==> config.mk <==
export PLATFORM = sky130hd
export DESIGN_NAME = srt_tick_clock
export DESIGN_NICKNAME = d
export VERILOG_FILES = /design/src/srt_xtal_div.v /design/src/srt_tick_clock.v
export VERILOG_INCLUDE_DIRS = /design/src
export SDC_FILE = /design/constraint.sdc
export NUM_CORES = 1
export LEC_CHECK = 0
export BUFFER_PORTS_ARGS = -buffer_cell sky130_fd_sc_hd__buf_2
export CAP_MARGIN = 20
export CORE_MARGIN = 2
export CORE_UTILIZATION = 36
export CTS_CLUSTER_DIAMETER = 60
export DETAILED_ROUTE_END_ITERATION = 12
export HOLD_SLACK_MARGIN = 0.12
export SYNTH_ARGS = -nofsm -noshare
export SYNTH_HDL_FRONTEND = slang
export SYNTH_SLANG_ARGS = --single-unit
==> constraint.sdc <==
create_clock -name core_clk -period 2.4 [get_ports core_clk]
set_clock_uncertainty 0.05 [all_clocks]
set_input_delay 0.24 -clock core_clk [delete_from_list [all_inputs] [get_ports core_clk]]
set_output_delay 0.24 -clock core_clk [all_outputs]
set_load 0.005 [all_outputs]
==> src/srt_defs.vh <==
// Constants shared by the selectable rate tick clock design files.
`ifndef SRT_DEFS_VH
`define SRT_DEFS_VH

`define SRT_AW           5
`define SRT_REG_ACC      5'h00
`define SRT_REG_INSTR    5'h04
`define SRT_REG_MASK     5'h08
`define SRT_REG_STATUS   5'h0c
`define SRT_REG_RESET    5'h10

`define SRT_DEV_CODE     6'h0c
`define SRT_MASK_BIT     13

`define SRT_I_DEV_HI     5
`define SRT_I_DEV_LO     0
`define SRT_I_FLAG_HI    7
`define SRT_I_FLAG_LO    6
`define SRT_I_OP_HI      10
`define SRT_I_OP_LO      8

`define SRT_F_NONE       2'h0
`define SRT_F_START      2'h1
`define SRT_F_CLEAR      2'h2
`define SRT_F_PULSE      2'h3

`define SRT_OP_NIO       3'h0
`define SRT_OP_DOA       3'h2

`define SRT_RATE_HI      1
`define SRT_RATE_LO      0
`define SRT_RATE_LINE    2'h0
`define SRT_RATE_10HZ    2'h1
`define SRT_RATE_100HZ   2'h2
`define SRT_RATE_1KHZ    2'h3

`define SRT_ST_BUSY      0
`define SRT_ST_DONE      1
`define SRT_ST_IRQ       2
`define SRT_ST_RATE_LO   4

`define SRT_RST_PROG     0
`define SRT_RST_CONSOLE  1

`define SRT_DECADE_LAST  4'h9
`define SRT_DECADE_ZERO  4'h0

`endif

==> src/srt_xtal_div.v <==
// Crystal divider producing free-running 1000, 100 and 10 Hz tick pulses.
`timescale 1ns/1ps
`default_nettype none
`include "srt_defs.vh"

module srt_xtal_div #(
  parameter             DIV_W       = 10,
  parameter [DIV_W-1:0] XTAL_PER_MS = 10'h3e8
) (
  input  wire core_clk,
  input  wire reset,
  input  wire clk_en,
  input  wire xtal_in,
  output reg  tick_1k,
  output reg  tick_100,
  output reg  tick_10
);

  localparam [DIV_W-1:0] MS_LAST = XTAL_PER_MS - {{(DIV_W-1){1'b0}}, 1'b1};
  localparam [DIV_W-1:0] MS_ZERO = {DIV_W{1'b0}};

  reg             xtal_q;
  reg [DIV_W-1:0] ms_cnt;
  reg [3:0]       dec_100;
  reg [3:0]       dec_10;
  wire            xtal_edge;
  wire            ms_wrap;

  // Every rising crystal edge counts, so a ragged pulse train during warm-up only skews timing.
  assign xtal_edge = xtal_in & ~xtal_q;
  assign ms_wrap   = xtal_edge && (ms_cnt == MS_LAST);

  // The chain never restarts on a start request, so the first tick lands anywhere in a period.
  always @(posedge core_clk or posedge reset)
  begin
    if (reset)
    begin
      xtal_q   <= 1'b0;
      ms_cnt   <= MS_ZERO;
      dec_100  <= `SRT_DECADE_ZERO;
      dec_10   <= `SRT_DECADE_ZERO;
      tick_1k  <= 1'b0;
      tick_100 <= 1'b0;
      tick_10  <= 1'b0;
    end
    else if (clk_en)
    begin
      xtal_q   <= xtal_in;
      tick_1k  <= ms_wrap;
      tick_100 <= ms_wrap && (dec_100 == `SRT_DECADE_LAST);
      tick_10  <= ms_wrap && (dec_100 == `SRT_DECADE_LAST)
                  && (dec_10 == `SRT_DECADE_LAST);
      if (xtal_edge)
      begin
        ms_cnt <= ms_wrap ? MS_ZERO : ms_cnt + {{(DIV_W-1){1'b0}}, 1'b1};
      end
      if (ms_wrap)
      begin
        dec_100 <= (dec_100 == `SRT_DECADE_LAST) ? `SRT_DECADE_ZERO : dec_100 + 4'h1;
        if (dec_100 == `SRT_DECADE_LAST)
        begin
          dec_10 <= (dec_10 == `SRT_DECADE_LAST) ? `SRT_DECADE_ZERO : dec_10 + 4'h1;
        end
      end
    end
  end

endmodule // srt_xtal_div

`default_nettype wire

==> src/srt_tick_clock.v <==
// Selectable rate tick clock with an Avalon-MM register slave.
`timescale 1ns/1ps
`default_nettype none
`include "srt_defs.vh"

module srt_tick_clock #(
  parameter             DIV_W       = 10,
  parameter [DIV_W-1:0] XTAL_PER_MS = 10'h3e8
) (
  input  wire                core_clk,
  input  wire                reset,
  input  wire                clk_en,
  input  wire [`SRT_AW-1:0]  avs_address,
  input  wire                avs_read,
  input  wire                avs_write,
  input  wire [31:0]         avs_writedata,
  input  wire [3:0]          avs_byteenable,
  output reg  [31:0]         avs_readdata,
  output reg                 avs_waitrequest,
  input  wire                line_freq_in,
  input  wire                xtal_in,
  output reg                 int_req,
  output reg                 tick_busy,
  output reg                 tick_done
);

  reg  [15:0] acc;
  reg  [15:0] mask;
  reg  [1:0]  rate;
  reg         line_q;
  reg  [15:0] next_acc;
  reg  [15:0] next_mask;
  reg  [1:0]  next_rate;
  reg         next_busy;
  reg         next_done;
  reg  [31:0] next_readdata;
  reg         sel_tick;
  reg  [15:0] instr;
  wire        tick_1k;
  wire        tick_100;
  wire        tick_10;
  wire        line_tick;
  wire        wr_fire;
  wire        rd_take;
  wire        instr_hit;
  wire        io_reset;

  // Merges the low two byte lanes of a bus write into a 16-bit register.
  function [15:0] merge16;
    input [15:0] old;
    input [31:0] wd;
    input [3:0]  be;
    begin
      merge16 = old;
      if (be[0])
      begin
        merge16[7:0] = wd[7:0];
      end
      if (be[1])
      begin
        merge16[15:8] = wd[15:8];
      end
    end
  endfunction

  srt_xtal_div #(
    .DIV_W       (DIV_W),
    .XTAL_PER_MS (XTAL_PER_MS)
  ) u_div (
    .core_clk (core_clk),
    .reset    (reset),
    .clk_en   (clk_en),
    .xtal_in  (xtal_in),
    .tick_1k  (tick_1k),
    .tick_100 (tick_100),
    .tick_10  (tick_10)
  );

  // Mains pulses need no warm-up, so they are usable straight after reset.
  assign line_tick = line_freq_in & ~line_q;

  // A write takes effect only at the edge where waitrequest is seen low.
  assign wr_fire   = avs_write & ~avs_waitrequest;
  assign rd_take   = (avs_read | avs_write) & avs_waitrequest;
  assign instr_hit = wr_fire && (avs_address == `SRT_REG_INSTR)
                     && (instr[`SRT_I_DEV_HI:`SRT_I_DEV_LO] == `SRT_DEV_CODE);
  assign io_reset  = wr_fire && (avs_address == `SRT_REG_RESET)
                     && (avs_writedata[`SRT_RST_PROG] | avs_writedata[`SRT_RST_CONSOLE]);

  always @*
  begin
    instr = merge16(16'h0000, avs_writedata, avs_byteenable);
    case (rate)
      `SRT_RATE_LINE:  sel_tick = line_tick;
      `SRT_RATE_10HZ:  sel_tick = tick_10;
      `SRT_RATE_100HZ: sel_tick = tick_100;
      `SRT_RATE_1KHZ:  sel_tick = tick_1k;
      default:         sel_tick = 1'b0;
    endcase
  end

  always @*
  begin
    next_acc  = acc;
    next_mask = mask;
    next_rate = rate;
    next_busy = tick_busy;
    next_done = tick_done;
    if (wr_fire && (avs_address == `SRT_REG_ACC))
    begin
      next_acc = merge16(acc, avs_writedata, avs_byteenable);
    end
    if (wr_fire && (avs_address == `SRT_REG_MASK))
    begin
      next_mask = merge16(mask, avs_writedata, avs_byteenable);
    end
    if (instr_hit)
    begin
      if (instr[`SRT_I_OP_HI:`SRT_I_OP_LO] == `SRT_OP_DOA)
      begin
        next_rate = acc[`SRT_RATE_HI:`SRT_RATE_LO];
      end
      case (instr[`SRT_I_FLAG_HI:`SRT_I_FLAG_LO])
        `SRT_F_START:
        begin
          next_busy = 1'b1;
          next_done = 1'b0;
        end
        `SRT_F_CLEAR:
        begin
          next_busy = 1'b0;
          next_done = 1'b0;
        end
        default:
        begin
          next_busy = next_busy;
        end
      endcase
    end
    if (io_reset)
    begin
      next_rate = `SRT_RATE_LINE;
      next_busy = 1'b0;
      next_done = 1'b0;
    end
    // The tick is applied last so a tick in the same cycle as a clear is not lost.
    if (sel_tick && tick_busy)
    begin
      next_done = 1'b1;
      next_busy = 1'b0;
    end
  end

  always @*
  begin
    next_readdata = 32'h0000_0000;
    case (avs_address)
      `SRT_REG_ACC:
      begin
        next_readdata[15:0] = acc;
      end
      `SRT_REG_MASK:
      begin
        next_readdata[15:0] = mask;
      end
      `SRT_REG_STATUS:
      begin
        next_readdata[`SRT_ST_BUSY]                 = tick_busy;
        next_readdata[`SRT_ST_DONE]                 = tick_done;
        next_readdata[`SRT_ST_IRQ]                  = int_req;
        next_readdata[`SRT_ST_RATE_LO+1:`SRT_ST_RATE_LO] = rate;
      end
      default:
      begin
        next_readdata = 32'h0000_0000;
      end
    endcase
  end

  always @(posedge core_clk or posedge reset)
  begin
    if (reset)
    begin
      avs_waitrequest <= 1'b1;
      avs_readdata    <= 32'h0000_0000;
      acc             <= 16'h0000;
      mask            <= 16'h0000;
      rate            <= `SRT_RATE_LINE;
      line_q          <= 1'b0;
      tick_busy       <= 1'b0;
      tick_done       <= 1'b0;
      int_req         <= 1'b0;
    end
    else if (clk_en)
    begin
      // One wait state per access keeps read data a registered copy of the state.
      if (rd_take)
      begin
        avs_waitrequest <= 1'b0;
        avs_readdata    <= avs_read ? next_readdata : 32'h0000_0000;
      end
      else
      begin
        avs_waitrequest <= 1'b1;
      end
      acc       <= next_acc;
      mask      <= next_mask;
      rate      <= next_rate;
      line_q    <= line_freq_in;
      tick_busy <= next_busy;
      tick_done <= next_done;
      int_req   <= next_done & ~next_mask[`SRT_MASK_BIT];
    end
  end

endmodule // srt_tick_clock

`default_nettype wire

== After elaboration in Yosys (flattened, before gate mapping) ==
Index checks and enable logic that the tools add are counted.
Cells by class
  add/sub/neg operators: 3
  multiply operators: 0
  div/mod/pow operators: 0
  $lt $le $gt $ge: 0
  equality and inequality tests: 14
  shift-type cells: 0
  muxes and demuxes: 26
  bitwise logic cells: 11
  reduce and logical (&&, ||, !) cells: 27
Operator list (number)
  3-bit AND reduction: 7
  10-bit one-hot mux with 2 select lines: 1
  16-bit two-way mux: 1
  8-bit two-way mux: 2
  14-bit two-way mux: 1
  10-bit by 1-bit adder with 10-bit output (second input constant): 1
  10-bit == test (second input constant): 1
  5-bit by 4-bit == test with 1-bit output (second input constant): 2
  1-bit logical AND: 10
  10-bit two-way mux: 1
  3-bit one-hot mux with 3 select lines: 1
  4-bit by 1-bit adder with 4-bit output (second input constant): 2
  4-bit == test (second input constant): 2
  1-bit two-way mux: 8
  4-bit two-way mux: 2
  2-bit == test (second input constant): 3
  6-bit by 4-bit == test with 1-bit output (second input constant): 1
  2-bit two-way mux: 3
  6-bit two-way mux: 1
  2-bit one-hot mux with 3 select lines: 1
  2-bit AND reduction: 3
  1-bit AND: 5
  5-bit by 3-bit == test with 1-bit output (second input constant): 1
  5-bit == test (second input constant): 1
  other kinds (13): 20
Word-level totals
  flip-flop bits (word level): 93
  latch bits: 0
  memory bits (writable): 0
  ROM bits: 0
  output and inout port bits: 36
  memories: 0

== Longest topological paths before layout ==
  depth in word-level cells: 8
  gate-level depth with buffers: 7

== Modules after synthesis ==
From an unflattened synthesis, not the netlist that was laid out.
Unflattened totals
  cells, all modules: 333
  area total of the unflattened synthesis: 3838.7 µm²
By module, submodules not included
  srt_tick_clock: times used 1, cells each 226, area an instance 2746.4 µm²
  srt_xtal_div: times used 1, cells each 107, area an instance 1092.3 µm²

== Least setup slack after synthesis ==
OpenSTA, ideal clock, no wires.
  path type: register to register
  from: register u_div.ms_cnt[3]
  to: register u_div.dec_10[3]
  data arrival time: 1.564 ns
  setup slack: 0.662 ns
  cell stages (with the launch flop): 6
  path buffers: 1
  period minus slack after synthesis: 1.738 ns
  cell sequence: dfrtp_1 > or3b_4 > nor4_4 > buf_6 > o2111ai_1 > o2bb2ai_1
On the way
  word-level cells in the longest chain between the ends: 3
RTL lines
  start, declared: line srt_xtal_div.v:23  | reg [DIV_W-1:0] ms_cnt;
  start signal, assigned: line srt_xtal_div.v:55  | ms_cnt <= ms_wrap ? MS_ZERO : ms_cnt + {{(DIV_W-1){1'b0}}, 1'b1};
  10-bit == test: line srt_xtal_div.v:31  | assign ms_wrap = xtal_edge && (ms_cnt == MS_LAST);
  1-bit logical AND: line srt_xtal_div.v:31
  3-bit AND reduction (no source line)
  end signal, assigned: line srt_xtal_div.v:41  | dec_10 <= `SRT_DECADE_ZERO;
  end signal, assigned: line srt_xtal_div.v:62  | dec_10 <= (dec_10 == `SRT_DECADE_LAST) ? `SRT_DECADE_ZERO : dec_10 + 4'h1;
  end, declared: line srt_xtal_div.v:25  | reg [3:0] dec_10;
Every way passes these cells.
A chain may end at the register's enable or synchronous reset.

== Worst setup path in the final report ==
  from: input avs_writedata[0]
  to: register int_req
On the way
  word-level cells in the longest chain between the ends: 7
  elaborated cells between the ends (all ways): 9
  classes of those cells: eq/ne (1); mux (4); bitwise (2); reduce/logical (2)
RTL lines
  start, declared: line srt_tick_clock.v:16  | input wire [31:0] avs_writedata,
  8-bit two-way mux: line srt_tick_clock.v:55  | if (be[0])
  6-bit by 4-bit == test with 1-bit output (no source line)
  1-bit logical AND: line srt_tick_clock.v:85  | assign instr_hit = wr_fire && (avs_address == `SRT_REG_INSTR)
  1-bit two-way mux: line srt_tick_clock.v:117  | if (instr_hit)
  1-bit two-way mux *: line srt_tick_clock.v:140  | if (io_reset)
  1-bit two-way mux *: line srt_tick_clock.v:147  | if (sel_tick && tick_busy)
  1-bit AND *: line srt_tick_clock.v:212  | int_req <= next_done & ~next_mask[`SRT_MASK_BIT];
  end signal, assigned: line srt_tick_clock.v:212
  end, declared: line srt_tick_clock.v:22  | output reg int_req,
Every way passes the cells marked *; elsewhere a longest branch is shown, timed or not.

==> results.sh <==
export IMPL_finalWirelength_um=8290
export IMPL_ys_ff_latch=77
export IMPL_crit_required_ns=2.61
export IMPL_grt_pass1_vias=2771
export IMPL_io_pins=84
export IMPL_drv_slew=0
export IMPL_die_w_um=107
export IMPL_hold_class="in2reg"
export IMPL_synth_ff_type="dfrtp_1"
export IMPL_track_usage_pct=15.6
export IMPL_vias=2727
export IMPL_leakagePower_nw=2.18
export IMPL_critPathMaxFanout=4
export IMPL_synth_cells=326
export IMPL_hold_viol_final=0
export IMPL_drc=0
export IMPL_cts_root_buffer="clkbuf_8"
export IMPL_ant_nets=0
export IMPL_slew_headroom_pct=53.5
export IMPL_setup_violations=0
export IMPL_cp_slowest_cell="nor4b_1"
export IMPL_worst_pin_slew_ns=0.691
export IMPL_routedWlPerCell_um=15.2
export IMPL_cts_tree="done"
export IMPL_crit_type="in2reg"
export IMPL_finalNetCount=455
export IMPL_fin_crit_ns=1.96
export IMPL_grt_overflow=0
export IMPL_outcome="completed"
export IMPL_core_sq_mm=0.0104
export IMPL_syn_area_per_cell_sq_um=11.8
export IMPL_final_util_pct=44.4
export IMPL_rsz0062_at_grt="no"
export IMPL_grt_pass1_wl_um=13800
export IMPL_cts_buffer_depth=2
export IMPL_synth_edff_count=0
export IMPL_start_util_pct=37.1
export IMPL_cap_violations=0
export IMPL_clk_pin_slew_ns=0.09
export IMPL_fin_crit_sh_pct=81.6
export IMPL_via_per_inst=5.00
export IMPL_worstSkewPairLatency_ns=0.37
export IMPL_area_growth_pct=19.7
export IMPL_cellPowerDensity_mw_per_mm2=595
export IMPL_tns_ns=0
export IMPL_path_cells="dlygate4sd3_1 -> buf_2 -> nor4b_1 -> nand4_1 -> a31o_2 -> a31o_2"
export IMPL_ys_seq_area_share_pct=50.1
export IMPL_cp_common_cell="a31o_2"
export IMPL_first_iter_violations=67
export IMPL_numCtsBuffers=9
export IMPL_cp_depth=6
export IMPL_slowest_delay_ns=0.55
export IMPL_reg2regPathDepth=4
export IMPL_dp_hpwl_um=5780
export IMPL_row_count=37
export IMPL_ir_worst_vdd_mv=0.293
export IMPL_synth_area_sq_mm=0.00385
export IMPL_start_kind="input port"
export IMPL_whs_path_depth=3
export IMPL_die_y_um=107
export IMPL_cp_arrival_ns=2.17
export IMPL_dieArea_sq_mm=0.0115
export IMPL_fmax_mhz=511
export IMPL_crit_path_end_kind="register"
export IMPL_critPathBufInv=2
export IMPL_port_buffers=49
export IMPL_grt_max_degree=43
export IMPL_cts_sinks=77
export IMPL_synthArstFlopShare_pct=100
export IMPL_cp_top_family="simple AND/OR/NAND/NOR gates"
export IMPL_worst_r2r_setup_slack_ns=0.51
export IMPL_antenna_found_initial=0
export IMPL_drive_gt1_share_pct=32.0
export IMPL_cts_resized_gates=0
export IMPL_htreeDepth=3
export IMPL_gp_congestion=0.819
export IMPL_dr_pass1_iters=4
export IMPL_synth_warnings=0
export IMPL_n_antenna_cell=0
export IMPL_yosysUniqueCellTypes=54
[timing repair]
item	CTS	global route
hold buffers	19	0
endpoints found under the setup margin	0	0
hold endpoints to repair	57	0
buffers inserted	0	0
[worst reg2reg max path, delay by kind of cell, from the launching register on]
kind | cells | cell delay, ns
simple gates | 2 | 0.83
flops | 1 | 0.41
compound gates | 2 | 0.50
[state kept, by name, summed over array words and instances (netlist names)]
name,cells
acc,16
avs_readdata,16
mask,16
u_div.ms_cnt,10
u_div.dec_100,4
u_div.dec_10,4
rate,2
avs_waitrequest,1
int_req,1
line_q,1
tick_busy,1
tick_done,1
u_div.tick_10,1
u_div.tick_100,1
u_div.tick_1k,1
u_div.xtal_q,1
[cell usage in the layout, fill, tap and decap left out, types with 16 or more instances in the layout]
cell type / instances
dfrtp_1: 76
o21ai_0: 20
dlygate4sd3_1: 19
mux2_4: 16
nand2_1: 29
mux2_2: 21
conb_1: 16
buf_2: 49
[cell usage after synthesis (2+ instances only)]
cell type / number / area [sq um]
a221oi_1: 7 / 61.3
mux2_4: 16 / 240
a21oi_1: 2 / 10.0
ha_1: 3 / 37.5
nor4_1: 2 / 12.5
inv_1: 10 / 37.5
a22o_1: 3 / 26.3
and3_1: 6 / 37.5
buf_4: 17 / 128
nor3_1: 2 / 10.0
nand4_1: 9 / 56.3
and3b_1: 2 / 17.5
and4_1: 2 / 17.5
buf_12: 2 / 40.0
mux2_2: 21 / 236
nor3b_1: 2 / 15.0
nor2b_1: 6 / 37.5
o21ai_0: 20 / 100
nand2b_1: 2 / 12.5
nand2_1: 29 / 109
nor2_1: 10 / 37.5
dfrtp_1: 76 / 1900
a21o_1: 3 / 22.5
nand3_1: 11 / 55.1
xnor2_1: 5 / 43.8
mux2i_1: 3 / 30.0
nor4b_1: 2 / 17.5
and4_4: 2 / 22.5
xor2_1: 6 / 52.6
nor4b_4: 2 / 47.6
a22oi_1: 11 / 82.6
nand4_4: 2 / 42.5
buf_2: 3 / 15.0
clkbuf_1: 5 / 18.8
a31o_2: 3 / 26.3
[kinds of logic after synthesis]
| logic type | after synthesis | share of synthesized area (%) |
|---|---|---|
| buffers and inverters | 38 | 6.50 |
| xor gates and xnor gates | 11 | 2.50 |
| AOI/OAI and AO/OA | 56 | 10.0 |
| adders and majority gates | 3 | 0.976 |
| DFF | 77 | 50.1 |
| other | 1 | 0.0975 |
| and+or+nand+nor | 100 | 16.6 |
| muxes | 40 | 13.2 |
[area by class of cell]
cell class,instances,area (sq um)
timing repair buffer,80,538
multi-input combinational,226,1730
tap,136,170
inverter,10,37.5
sequential,77,1930
clock buffer,10,138
clock inverter,6,68.8
fill,998,5760
[path summary, 6_finish.rpt]
check	startpoint	endpoint
min in group asynchronous	reset	u_div.dec_100[3]$_DFFE_PP0P_
worst min-delay path	avs_byteenable[1]	acc[8]$_DFFE_PP0P_
worst min register to register	avs_readdata[5]$_DFFE_PP0P_	avs_readdata[5]$_DFFE_PP0P_
worst max register to register	avs_waitrequest$_DFFE_PP1P_	int_req$_DFFE_PP0P_
max in group asynchronous	reset	mask[1]$_DFFE_PP0P_
worst max-delay path	avs_writedata[0]	int_req$_DFFE_PP0P_
[stage by stage]
step | hold slack, ns | power, mW | worst slack [ns] | area (sq um) | cells
6_report | 0.315 | 2.74 | 0.442 | 4610 | 545
5_1_grt | 0.320 | 2.87 | 0.245 | 4610 | 545
4_1_cts | 0.308 | 2.78 | 0.464 | 4610 | 545
3_5_place_dp | 0.276 | 1.71 | 0.414 | 4210 | 510
3_3_place_gp | 0.267 | 1.70 | 0.448 | 4210 | 510
2_1_floorplan | 0.338 | 1.61 | 0.145 | 3900 | 341
[report_power, final]
group	switching, mW	total, mW	internal [mW]
Clock	0.518	1.03	0.516
Sequential	0.0625	1.43	1.36
Combinational	0.146	0.278	0.132
Total	0.726	2.74	2.01
[per-layer routing]
layer / vias to the layer above / part of all wire (%) / track usage, %
met5: - / 0 / 0
met4: 0 / 1.3 / 5.31
met3: 11 / 4.9 / 4.78
met2: 58 / 49 / 25.5
met1: 1349 / 45 / 19.6
li1: 1309 / - / -
Note: power is estimated with default switching activity, not from simulation.
